[src/act_timer_regs.svh]
/*
  register offsets, reset values, field positions and timing counts of the
  cascadable auxiliary timer block.
  assumes: included by bare name into the design files; the package does not include it.
*/
`ifndef ACT_TIMER_REGS_SVH
`define ACT_TIMER_REGS_SVH

// =====================================================================
// register offsets (byte addresses)
`define ACT_PER1_OFF   8'h00
`define ACT_CMP1_OFF   8'h04
`define ACT_PER2_OFF   8'h08
`define ACT_CMP2_OFF   8'h0c
`define ACT_PER3_OFF   8'h10
`define ACT_CMP3_OFF   8'h14
`define ACT_GATE_OFF   8'h18
`define ACT_OSEL1_OFF  8'h1c
`define ACT_OSEL2_OFF  8'h20
`define ACT_OSEL3_OFF  8'h24
`define ACT_DISP_OFF   8'h28
`define ACT_MODE1_OFF  8'h2c
`define ACT_MODE2_OFF  8'h30
`define ACT_MODE3_OFF  8'h34
`define ACT_STAT_OFF   8'h38
`define ACT_MASK_OFF   8'h3c
`define ACT_VAL1_OFF   8'h40
`define ACT_VAL2_OFF   8'h44
`define ACT_VAL3_OFF   8'h48

// =====================================================================
// reset values
`define ACT_PER_RST    16'h7530
`define ACT_CMP_RST    16'h2710
`define ACT_GATE_RST   16'h0000
`define ACT_OSEL_RST   16'h0041
`define ACT_DISP_RST   16'h0000
`define ACT_MODE_RST   16'h0000

// =====================================================================
// mode word digit positions
`define ACT_MODE_CLK   3:0
`define ACT_MODE_START 7:4
`define ACT_MODE_RSRC  11:8
`define ACT_MODE_CYC   12

// =====================================================================
// timing
`define ACT_CLK_PERIOD_NS 25
`define ACT_MS_NS      1000000
`define ACT_PULSE_MS   500
`define ACT_SEC_MS     1000
`define ACT_MIN_SEC    60
`define ACT_UNIT_S_MS  22'h0003e8
`define ACT_UNIT_M_MS  22'h00ea60
`define ACT_UNIT_H_MS  22'h36ee80

`endif

[src/act_timer_pkg.sv]
/*
  types shared by the auxiliary timer design files.
  assumes: nothing beyond the register header.
*/
package act_timer_pkg;
  // gray along idle -> run -> done
  typedef enum logic [1:0] {
    ACT_IDLE = 2'b00,
    ACT_RUN  = 2'b01,
    ACT_DONE = 2'b11
  } act_state_t;

  typedef struct packed {
    logic [15:0] per;
    logic [15:0] cmp;
    logic        multi;
    logic [3:0]  rsrc;
    logic [3:0]  unit;
  } act_tmr_cfg_t;

  typedef struct packed {
    logic started;
    logic cmpEv;
    logic cycEv;
    logic cmpLvl;
    logic cycLvl;
  } act_tmr_evt_t;
endpackage

[src/act_timer_out.sv]
/*
  one selectable timer output: pulse, level or toggle.
  assumes: events are one-cycle pulses; msTick is the free millisecond enable.
*/
`timescale 1ns/1ps
`include "act_timer_regs.svh"
module act_timer_out import act_timer_pkg::*; (
  input  wire logic         clk,
  input  wire logic         rst_n,
  input  wire logic         msTick,
  input  wire logic         clr,
  input  wire logic [3:0]   code,
  input  wire act_tmr_evt_t evt,
  output logic              sigOut
);
  localparam logic [9:0] PULSE_MS = 10'(`ACT_PULSE_MS);

  logic [9:0] pulse_r;
  logic       tog_r;
  logic       sigOut_r;

  wire pulseEv = (code == 4'h0 && evt.cmpEv) || (code == 4'h3 && evt.cycEv);
  wire togEv   = (code == 4'h2 && evt.cmpEv) || (code == 4'h5 && evt.cycEv) ||
                 (code == 4'h6 && (evt.cmpEv || evt.cycEv));
  wire sigNxt  = (code == 4'h0 || code == 4'h3) ? (pulse_r != 10'h000) :
                 (code == 4'h1) ? evt.cmpLvl :
                 (code == 4'h4) ? evt.cycLvl :
                 (code == 4'h2 || code == 4'h5 || code == 4'h6) ? tog_r : 1'b0;

  always_ff @(posedge clk or negedge rst_n) begin
    if (!rst_n) begin
      pulse_r  <= 10'h000;
      tog_r    <= 1'b0;
      sigOut_r <= 1'b0;
    end else begin
      // pulse length counts the free ms reference, not the timer tick
      // a clear drops a running pulse as well, so no stale status survives it
      if (clr) begin
        pulse_r <= 10'h000;
      end else if (pulseEv) begin
        pulse_r <= PULSE_MS;
      end else if (msTick && pulse_r != 10'h000) begin
        pulse_r <= pulse_r - 10'h001;
      end
      if (clr) begin
        tog_r <= 1'b0;
      end else if (togEv) begin
        tog_r <= ~tog_r;
      end
      sigOut_r <= sigNxt;
    end
  end

  assign sigOut = sigOut_r;
endmodule

[src/act_timer_core.sv]
/*
  one auxiliary timer: count, compare, cycle, single or multi cycle and
  scaled display value.
  assumes: tick and startEv are one-cycle enables and clrReq is a level, all already selected.
*/
`timescale 1ns/1ps
`include "act_timer_regs.svh"
module act_timer_core import act_timer_pkg::*; (
  input  wire logic         clk,
  input  wire logic         rst_n,
  input  wire logic         tick,
  input  wire logic         msTick,
  input  wire logic         gateOk,
  input  wire logic         startEv,
  input  wire logic         clrReq,
  input  wire act_tmr_cfg_t cfg,
  output act_tmr_evt_t      evt,
  output logic [15:0]       value
);
  act_state_t  state_r;
  logic [15:0] cnt_r;
  logic        cycLvl_r;
  logic [21:0] msAcc_r;
  logic [15:0] disp_r;

  wire        running = state_r == ACT_RUN;
  wire        adv     = running && tick && gateOk;
  wire [15:0] cntInc  = cnt_r + 16'h0001;
  wire        hitCmp  = adv && cntInc == cfg.cmp;
  wire        hitCyc  = adv && (cntInc == cfg.per || cnt_r >= cfg.per);
  wire        started = state_r == ACT_IDLE && startEv;
  wire [21:0] unitMs  = (cfg.unit == 4'h1) ? `ACT_UNIT_S_MS :
                        (cfg.unit == 4'h2) ? `ACT_UNIT_M_MS : `ACT_UNIT_H_MS;
  wire        clrDisp = clrReq || started || (hitCyc && (cfg.multi || cfg.rsrc != 4'h0));
  wire        unitEnd = msAcc_r + 22'h000001 >= unitMs;

  always_ff @(posedge clk or negedge rst_n) begin
    if (!rst_n) begin
      state_r  <= ACT_IDLE;
      cnt_r    <= 16'h0000;
      cycLvl_r <= 1'b0;
    end else if (clrReq) begin
      state_r  <= ACT_IDLE;
      cnt_r    <= 16'h0000;
      cycLvl_r <= 1'b0;
    end else begin
      case (state_r)
        ACT_IDLE: begin
          if (startEv) begin
            state_r  <= ACT_RUN;
            cnt_r    <= 16'h0000;
            cycLvl_r <= 1'b0;
          end
        end
        ACT_RUN: begin
          if (hitCyc) begin
            cycLvl_r <= 1'b1;
            if (cfg.multi) begin
              cnt_r <= 16'h0000;
            end else if (cfg.rsrc == 4'h2) begin
              state_r  <= ACT_IDLE;
              cnt_r    <= 16'h0000;
              cycLvl_r <= 1'b0;
            end else begin
              state_r <= ACT_DONE;
              cnt_r   <= (cfg.rsrc == 4'h1) ? 16'h0000 : cntInc;
            end
          end else if (adv) begin
            cnt_r <= cntInc;
          end
        end
        ACT_DONE: begin
          // waits for a clear, then a fresh start from idle
          state_r <= ACT_DONE;
        end
        default: begin
          state_r <= ACT_IDLE;
        end
      endcase
    end
  end

  // elapsed time in the display unit, kept beside the raw count
  always_ff @(posedge clk or negedge rst_n) begin
    if (!rst_n) begin
      msAcc_r <= 22'h000000;
      disp_r  <= 16'h0000;
    end else if (clrDisp) begin
      msAcc_r <= 22'h000000;
      disp_r  <= 16'h0000;
    end else if (running && gateOk && msTick) begin
      msAcc_r <= unitEnd ? 22'h000000 : msAcc_r + 22'h000001;
      disp_r  <= unitEnd ? disp_r + 16'h0001 : disp_r;
    end
  end

  assign evt.started = started;
  assign evt.cmpEv   = hitCmp;
  assign evt.cycEv   = hitCyc;
  assign evt.cmpLvl  = state_r != ACT_IDLE && (cnt_r >= cfg.cmp || cycLvl_r);
  assign evt.cycLvl  = cycLvl_r;
  assign value       = (cfg.unit == 4'h0) ? cnt_r : disp_r;
endmodule

[src/act_timer_top.sv]
/*
  three cascadable auxiliary timers with an APB register file, six selectable
  outputs and one level interrupt.
  assumes: all inputs synchronous to clk; APB master per the AMBA 3 protocol.
*/
// Our own choices: the APB interface to the registers and the placing of the registers.
`timescale 1ns/1ps
`include "act_timer_regs.svh"
module act_timer_top import act_timer_pkg::*; #(
  parameter int MS_CYCLES = `ACT_MS_NS / `ACT_CLK_PERIOD_NS
) (
  input  wire logic        clk,
  input  wire logic        rst_n,
  input  wire logic        psel,
  input  wire logic        penable,
  input  wire logic        pwrite,
  input  wire logic [7:0]  paddr,
  input  wire logic [31:0] pwdata,
  output logic [31:0]      prdata,
  output logic             pready,
  output logic             pslverr,
  input  wire logic [2:0]  mfiGate,
  input  wire logic [2:0]  mfiStart,
  input  wire logic [2:0]  mfiReset,
  input  wire logic        driveRun,
  output logic [5:0]       timerOut,
  output logic             irq
);
  localparam logic [2:0][7:0] PER_OFF  = {`ACT_PER3_OFF, `ACT_PER2_OFF, `ACT_PER1_OFF};
  localparam logic [2:0][7:0] CMP_OFF  = {`ACT_CMP3_OFF, `ACT_CMP2_OFF, `ACT_CMP1_OFF};
  localparam logic [2:0][7:0] OSEL_OFF = {`ACT_OSEL3_OFF, `ACT_OSEL2_OFF, `ACT_OSEL1_OFF};
  localparam logic [2:0][7:0] MODE_OFF = {`ACT_MODE3_OFF, `ACT_MODE2_OFF, `ACT_MODE1_OFF};
  localparam logic [15:0] MS_LAST  = 16'(MS_CYCLES - 1);
  localparam logic [9:0]  SEC_LAST = 10'(`ACT_SEC_MS - 1);
  localparam logic [5:0]  MIN_LAST = 6'(`ACT_MIN_SEC - 1);

  // =====================================================================
  // apb slave
  logic [2:0][15:0] per_r;
  logic [2:0][15:0] cmp_r;
  logic [2:0][15:0] osel_r;
  logic [2:0][15:0] mode_r;
  logic [15:0]      gate_r;
  logic [15:0]      disp_r;
  logic [5:0]       status_r;
  logic [5:0]       mask_r;
  logic [31:0]      prdata_r;
  logic [31:0]      rdMux;
  logic             hit;
  logic [2:0][15:0] value;
  act_tmr_evt_t     evt [3];

  wire wrEn    = psel && penable && pwrite;
  wire setupRd = psel && !penable;
  wire wrStat  = wrEn && paddr == `ACT_STAT_OFF;

  // zero wait states: read data is captured in the setup cycle
  always_comb begin
    hit   = 1'b1;
    rdMux = 32'h00000000;
    case (paddr)
      `ACT_PER1_OFF:  rdMux = {16'h0000, per_r[0]};
      `ACT_CMP1_OFF:  rdMux = {16'h0000, cmp_r[0]};
      `ACT_PER2_OFF:  rdMux = {16'h0000, per_r[1]};
      `ACT_CMP2_OFF:  rdMux = {16'h0000, cmp_r[1]};
      `ACT_PER3_OFF:  rdMux = {16'h0000, per_r[2]};
      `ACT_CMP3_OFF:  rdMux = {16'h0000, cmp_r[2]};
      `ACT_GATE_OFF:  rdMux = {16'h0000, gate_r};
      `ACT_OSEL1_OFF: rdMux = {16'h0000, osel_r[0]};
      `ACT_OSEL2_OFF: rdMux = {16'h0000, osel_r[1]};
      `ACT_OSEL3_OFF: rdMux = {16'h0000, osel_r[2]};
      `ACT_DISP_OFF:  rdMux = {16'h0000, disp_r};
      `ACT_MODE1_OFF: rdMux = {16'h0000, mode_r[0]};
      `ACT_MODE2_OFF: rdMux = {16'h0000, mode_r[1]};
      `ACT_MODE3_OFF: rdMux = {16'h0000, mode_r[2]};
      `ACT_STAT_OFF:  rdMux = {26'h0000000, status_r};
      `ACT_MASK_OFF:  rdMux = {26'h0000000, mask_r};
      `ACT_VAL1_OFF:  rdMux = {16'h0000, value[0]};
      `ACT_VAL2_OFF:  rdMux = {16'h0000, value[1]};
      `ACT_VAL3_OFF:  rdMux = {16'h0000, value[2]};
      default:        hit   = 1'b0;
    endcase
  end

  always_ff @(posedge clk or negedge rst_n) begin
    if (!rst_n) begin
      prdata_r <= 32'h00000000;
    end else if (setupRd) begin
      prdata_r <= rdMux;
    end
  end

  assign prdata  = prdata_r;
  assign pready  = 1'b1;
  assign pslverr = psel && penable && !hit;

  // =====================================================================
  // shared registers
  always_ff @(posedge clk or negedge rst_n) begin
    if (!rst_n) begin
      gate_r <= `ACT_GATE_RST;
      disp_r <= `ACT_DISP_RST;
      mask_r <= 6'h00;
    end else if (wrEn) begin
      if (paddr == `ACT_GATE_OFF) begin
        gate_r <= pwdata[15:0];
      end
      if (paddr == `ACT_DISP_OFF) begin
        disp_r <= pwdata[15:0];
      end
      if (paddr == `ACT_MASK_OFF) begin
        mask_r <= pwdata[5:0];
      end
    end
  end

  // =====================================================================
  // timebase: ms, s and min enables from one free divider
  logic [15:0] msCnt_r;
  logic [9:0]  secCnt_r;
  logic [5:0]  minCnt_r;
  wire msTick  = msCnt_r == MS_LAST;
  wire secTick = msTick && secCnt_r == SEC_LAST;
  wire minTick = secTick && minCnt_r == MIN_LAST;

  always_ff @(posedge clk or negedge rst_n) begin
    if (!rst_n) begin
      msCnt_r  <= 16'h0000;
      secCnt_r <= 10'h000;
      minCnt_r <= 6'h00;
    end else begin
      msCnt_r <= msTick ? 16'h0000 : msCnt_r + 16'h0001;
      if (msTick) begin
        secCnt_r <= (secCnt_r == SEC_LAST) ? 10'h000 : secCnt_r + 10'h001;
      end
      if (secTick) begin
        minCnt_r <= (minCnt_r == MIN_LAST) ? 6'h00 : minCnt_r + 6'h01;
      end
    end
  end

  // =====================================================================
  // edge detection of start and run state inputs
  logic [2:0] mfiStart_r;
  logic       driveRun_r;

  always_ff @(posedge clk or negedge rst_n) begin
    if (!rst_n) begin
      mfiStart_r <= 3'h0;
      driveRun_r <= 1'b0;
    end else begin
      mfiStart_r <= mfiStart;
      driveRun_r <= driveRun;
    end
  end

  wire       runRise   = driveRun && !driveRun_r;
  wire       runFall   = !driveRun && driveRun_r;
  wire [2:0] startEdge = mfiStart & ~mfiStart_r;

  // =====================================================================
  // timers
  logic [5:0] evBits;

  for (genvar i = 0; i < 3; i++) begin : g_tmr
    wire [3:0] clkSel  = mode_r[i][`ACT_MODE_CLK];
    wire [3:0] stSel   = mode_r[i][`ACT_MODE_START];
    wire [3:0] rsrc    = mode_r[i][`ACT_MODE_RSRC];
    wire [3:0] gateSel = gate_r[4*i +: 4];
    // cascade sources only from lower timers, so there is no loop
    wire t1Ok = i >= 1;
    wire t2Ok = i >= 2;
    wire tick = (clkSel == 4'h0) ? msTick :
                (clkSel == 4'h1) ? secTick :
                (clkSel == 4'h2) ? minTick :
                (clkSel == 4'h3 && t1Ok) ? evt[0].cycEv :
                (clkSel == 4'h4 && t2Ok) ? evt[1].cycEv : 1'b0;
    // a gate code not valid for this timer falls back to ungated
    wire gateOk = (gateSel == 4'h1) ? mfiGate[i] :
                  (gateSel == 4'h2 && t1Ok) ? evt[0].cmpLvl :
                  (gateSel == 4'h3 && t1Ok) ? evt[0].cycLvl :
                  (gateSel == 4'h4 && t2Ok) ? evt[1].cmpLvl :
                  (gateSel == 4'h5 && t2Ok) ? evt[1].cycLvl : 1'b1;
    wire startEv = (stSel == 4'h0) ? startEdge[i] :
                   (stSel == 4'h1) ? runRise :
                   (stSel == 4'h2) ? runFall :
                   (stSel == 4'h3 && t1Ok) ? evt[0].started : 1'b0;
    wire clrReq = (rsrc == 4'h0) && mfiReset[i];
    wire cmpClamp = wrEn && paddr == CMP_OFF[i] && pwdata[15:0] > per_r[i];
    wire perClamp = wrEn && paddr == PER_OFF[i] && cmp_r[i] > pwdata[15:0];
    act_tmr_cfg_t cfg;

    assign cfg.per   = per_r[i];
    assign cfg.cmp   = cmp_r[i];
    assign cfg.multi = mode_r[i][`ACT_MODE_CYC];
    assign cfg.rsrc  = rsrc;
    assign cfg.unit  = disp_r[4*i +: 4];

    always_ff @(posedge clk or negedge rst_n) begin
      if (!rst_n) begin
        per_r[i]  <= `ACT_PER_RST;
        cmp_r[i]  <= `ACT_CMP_RST;
        osel_r[i] <= `ACT_OSEL_RST;
        mode_r[i] <= `ACT_MODE_RST;
      end else if (wrEn) begin
        if (paddr == PER_OFF[i]) begin
          per_r[i] <= pwdata[15:0];
        end
        if (cmpClamp || perClamp) begin
          cmp_r[i] <= cmpClamp ? per_r[i] : pwdata[15:0];
        end else if (paddr == CMP_OFF[i]) begin
          cmp_r[i] <= pwdata[15:0];
        end
        if (paddr == OSEL_OFF[i]) begin
          osel_r[i] <= {8'h00, pwdata[7:0]};
        end
        if (paddr == MODE_OFF[i]) begin
          mode_r[i] <= {3'h0, pwdata[12:0]};
        end
      end
    end

    act_timer_core u_core (
      .clk     (clk),
      .rst_n   (rst_n),
      .tick    (tick),
      .msTick  (msTick),
      .gateOk  (gateOk),
      .startEv (startEv),
      .clrReq  (clrReq),
      .cfg     (cfg),
      .evt     (evt[i]),
      .value   (value[i])
    );

    for (genvar k = 0; k < 2; k++) begin : g_out
      act_timer_out u_out (
        .clk    (clk),
        .rst_n  (rst_n),
        .msTick (msTick),
        .clr    (clrReq),
        .code   (osel_r[i][4*k +: 4]),
        .evt    (evt[i]),
        .sigOut (timerOut[2*i+k])
      );
    end

    assign evBits[2*i]   = evt[i].cmpEv;
    assign evBits[2*i+1] = evt[i].cycEv;
  end

  // =====================================================================
  // interrupt: sticky events, write one to clear, a new event wins
  always_ff @(posedge clk or negedge rst_n) begin
    if (!rst_n) begin
      status_r <= 6'h00;
    end else begin
      status_r <= (status_r & ~(wrStat ? pwdata[5:0] : 6'h00)) | evBits;
    end
  end

  assign irq = |(status_r & mask_r);
endmodule

[config.mk]
export PLATFORM = sky130hd
export DESIGN_NAME = act_timer_top
export DESIGN_NICKNAME = d
export VERILOG_FILES = /design/src/act_timer_pkg.sv /design/src/act_timer_out.sv /design/src/act_timer_core.sv /design/src/act_timer_top.sv
export VERILOG_INCLUDE_DIRS = /design/src
export SDC_FILE = /design/constraint.sdc
export NUM_CORES = 2
export LEC_CHECK = 0
export BUFFER_PORTS_ARGS = -buffer_cell sky130_fd_sc_hd__buf_2
export CAP_MARGIN = 20
export CORE_UTILIZATION = 55
export DETAILED_ROUTE_END_ITERATION = 8
export HOLD_SLACK_MARGIN = 0.03
export PLACE_DENSITY = 0.72
export SYNTH_ARGS = -nofsm -noshare
export SYNTH_HDL_FRONTEND = slang
export SYNTH_SLANG_ARGS = --single-unit
[constraint.sdc]
create_clock -name clk -period 8.4 [get_ports clk]
set_input_delay 1.68 -clock clk [delete_from_list [all_inputs] [get_ports clk]]
set_output_delay 1.68 -clock clk [all_outputs]
set_load 0.02 [all_outputs]
==> results by group <==
Logic synthesis
  • Top post-synthesis cells by count: 456 x dfrtp_1, 435 x nand2_1, 322 x o21ai_0
  • Async SR Flop Fraction: 1.00
  • Number of synthesized flops with an enable pin: 0
  • Most common cell in the netlist: dfrtp_1
  • Syn avg cell area: 8.75 µm²
  • Yosys warnings: 0
  • Cell area after synthesis: 34200 µm²
  • Synth Flop Type: dfrtp_1
  • Synth area leaders: dfrtp_1 33%, ha_1 9.2%, xnor2_1 4.8%, nand2_1 4.8%, o21ai_0 4.7%
  • Yosys top cell by area: dfrtp_1
  • Synth top area share: 0.334
  • FF+latch count, synth: 498
  • Register area share after synthesis: 0.366
  • Synth Instances: 3909
  • Synth cell types: 101

Timing
  • RSZ-0062 raised after global routing: no
  • Setup TNS: 0 ns
  • Worst slew pin tran: 1.23 ns
  • Slew Limit Fails: 0
  • Hold Fails Final Rpt: 0
  • Max Freq: 181 MHz
  • Crit share post-route: 0.659
  • Worst Slack Setup Final: 2.87 ns
  • Clk_skew: 0.0297 ns
  • Setup violators final: 0
  • Max-slew headroom: 0.171
  • Tmin final: 5.53 ns

Finish
  • Layout Nets: 4202
  • Area grow syn2layout: 8.73%
  • Fillcell total: 5436
  • FF+latch area: 12500 µm²
  • Area of the multi-input gates: 20200 µm²
  • Share of cells above drive strength 1: 0.0784

Worst setup path
  • WP data required: 6.72 ns
  • R2R Path Start: g_tmr[0].u_core.cnt_r[13]
  • Worst-path maximum fanout: 10
  • Crit path from: paddr[1]
  • Worst Path Arrival: 3.85 ns
  • Crit path kind: in -> out
  • Element type at the critical path start: input pin
  • Reg2Reg Depth: 12
  • Worst Setup End Kind: output port

Floorplanning
  • Core area: 61600 µm²
  • Initial core utilization: 0.555
  • FP Rows: 91
  • Die area: 63200 µm²
  • Die width: 251 µm
  • IO Pins: 96
  • Chip height: 251 µm

Global route
  • Initial antenna violation count: 2
  • Total gr overflow: 0
  • First-pass GRT wire length: 177000 µm
  • Vias in the first global route: 28.9k
  • Total global-route track usage: 0.369
  • Pin count of the biggest net entering global routing: 153

Pwr
  • P_sw: 1.44 mW
  • Clock network power share: 0.470
  • Pleak: 16.7 nW
  • P_int: 4.08 mW
  • Max VDD drop: 0.142 mV
  • Flop pwr share: 0.449
  • Gate power share: 0.081
  • Sw Share: 0.261
  • Power per standard cell area: 149 nW/µm²

Worst hold path
  • Hold crit path type: reg -> reg
  • Hold_sp: msCnt_r[0]
  • Hold Path Stages: 1

Clocking
  • CTS tree: done
  • Post_cts resized: 0
  • Skew-Pair Late Insertion Delay: 0.64 ns
  • Clock Root Buffer: clkbuf_16
  • CTS sink cnt: 498
  • CTS Hold Buffers Added: 0
  • Setup bufs post-CTS: 0
  • Clock transition at the registers of the reported paths: 0.06 ns
  • Clk buf depth: 3
  • Num CTS Buffers: 57
  • H-tree depth: 2

Placement
  • DP Wirelength: 84900 µm
  • PortBufs: 62
  • Dpl ws: 2.82 ns
  • GP Congestion: 1.07

Detailed routing
  • Wire per inst: 24.4 µm
  • DRT Pass-1 Iters: 9
  • Drt total wl: 117000 µm
  • Via Count: 31.0k
  • Post-route ant nets: 0
  • Avg Vias per Cell: 6.48
  • First-iteration detailed-routing DRC count: 4178
  • DRC: 1

Run
  • Max Cap Viol: 0

Run status
  • Status: complete, but fails checks
  • Failing checks: DRC
## cell families (layout without fill, tap and decap cells)
family,count (synthesis),after routing,synth area share
multiplexers,105,105,0.0316
other,2,20,0.000220
buffers and inverters,388,407,0.0475
adder cells (fa/ha/maj),252,252,0.0922
AND/OR/NAND/NOR,1410,1410,0.205
AO/OA/AOI/OAI,966,966,0.181
flip-flops,498,498,0.366
XOR/XNOR,288,288,0.0762
## through the flow
stage           util  area (µm²)  cells  hold slack [ns]  power [mW]
4_1_cts        0.602       37100   4777            0.482        5.54
3_3_place_gp   0.570       35100   4665            0.462        2.95
6_report       0.603       37200   4783            0.482        5.53
2_1_floorplan      -       34200   3924            0.448        2.74
5_1_grt        0.603       37200   4780            0.505        5.67
3_5_place_dp   0.571       35200   4670            0.471        2.95
## routing by layer
metal	up-vias	track usage	part of all wire	wire length [µm]
li1	14100	-	-	-
met1	14700	0.498	0.40	46900
met2	1759	0.529	0.41	48000
met3	431	0.0986	0.12	13500
met4	4	0.218	0.070	8180
met5	-	0	0.00021	24
## cell type report
type / count / share of cell area
antenna: 3 / 0.000202
clock buffer: 88 / 0.0464
clock inverter: 19 / 0.00549
inverter: 186 / 0.0188
multi-input combinational: 3038 / 0.543
sequential: 498 / 0.337
tap: 837 / 0.0282
timing repair buffer: 114 / 0.0214
## worst paths after layout
check	slack [ns]	endpoint
worst max register to register	3.41	g_tmr[2].u_core.msAcc_r[5]
worst max-delay path	2.87	pslverr
min in group asynchronous	1.11	g_tmr[0].g_out[0].u_out.pulse_r[7]
max in group asynchronous	5.73	g_tmr[2].u_core.msAcc_r[4]
worst min-delay path	0.48	msCnt_r[0]
worst min register to register	0.48	msCnt_r[0]
## state kept, by name (all words and copies together) (netlist names), 16 cells and up
| signal | flops |
|---|---|
| cmp_r | 48 |
| disp_r | 16 |
| g_tmr.cfg | 63 |
| g_tmr.g_out.u_out.pulse_r | 60 |
| g_tmr.u_core.cnt_r | 48 |
| g_tmr.u_core.disp_r | 48 |
| g_tmr.u_core.msAcc_r | 66 |
| gate_r | 16 |
| msCnt_r | 16 |
| osel_r | 24 |
| prdata | 16 |
## cell usage in the layout, fill, tap and decap left out, types with 25 or more instances in the layout
cell       Yosys  final
nand3_1      118    118
nor2b_1       33     33
o21ai_0      322    321
buf_2         28     61
dfrtp_1      456    456
a21oi_1      224    224
nand4_1      106    106
xnor2_1      188    188
nor4_1        41     39
and3_1        85     85
clkbuf_16      0     59
nand3b_1      26     26
a22oi_1       48     47
ha_1         252    252
buf_4         29     45
nor2_1       280    280
mux2i_1      100    100
nand2_1      435    435
o31ai_1       27     26
dfstp_2       42     42
or3_1         46     46
o21a_1        32     32
a21o_1        46     46
a221oi_1      27     27
nor3_1        82     82
xor2_1        94     94
nand2b_1      43     43
a222oi_1      25     25
inv_1        185    185
## critical path, stage by stage
cell and delay, ns:
buf_2 0.09, nor2_1 0.38, nand2_1 0.20, nor2_1 0.89, nor4_1 0.19, and3_1 0.25, buf_2 0.15
## power groups by stage
stage,clock (mW),sequential [mW],combinational [mW]
after detailed placement,0,2.52,0.432
after floorplan,0,2.51,0.234
after CTS,2.62,2.48,0.434
after global routing,2.71,2.48,0.484
after global placement,0,2.52,0.424
final,2.60,2.48,0.447
No activity file was read; power rests on OpenSTA's default activity.
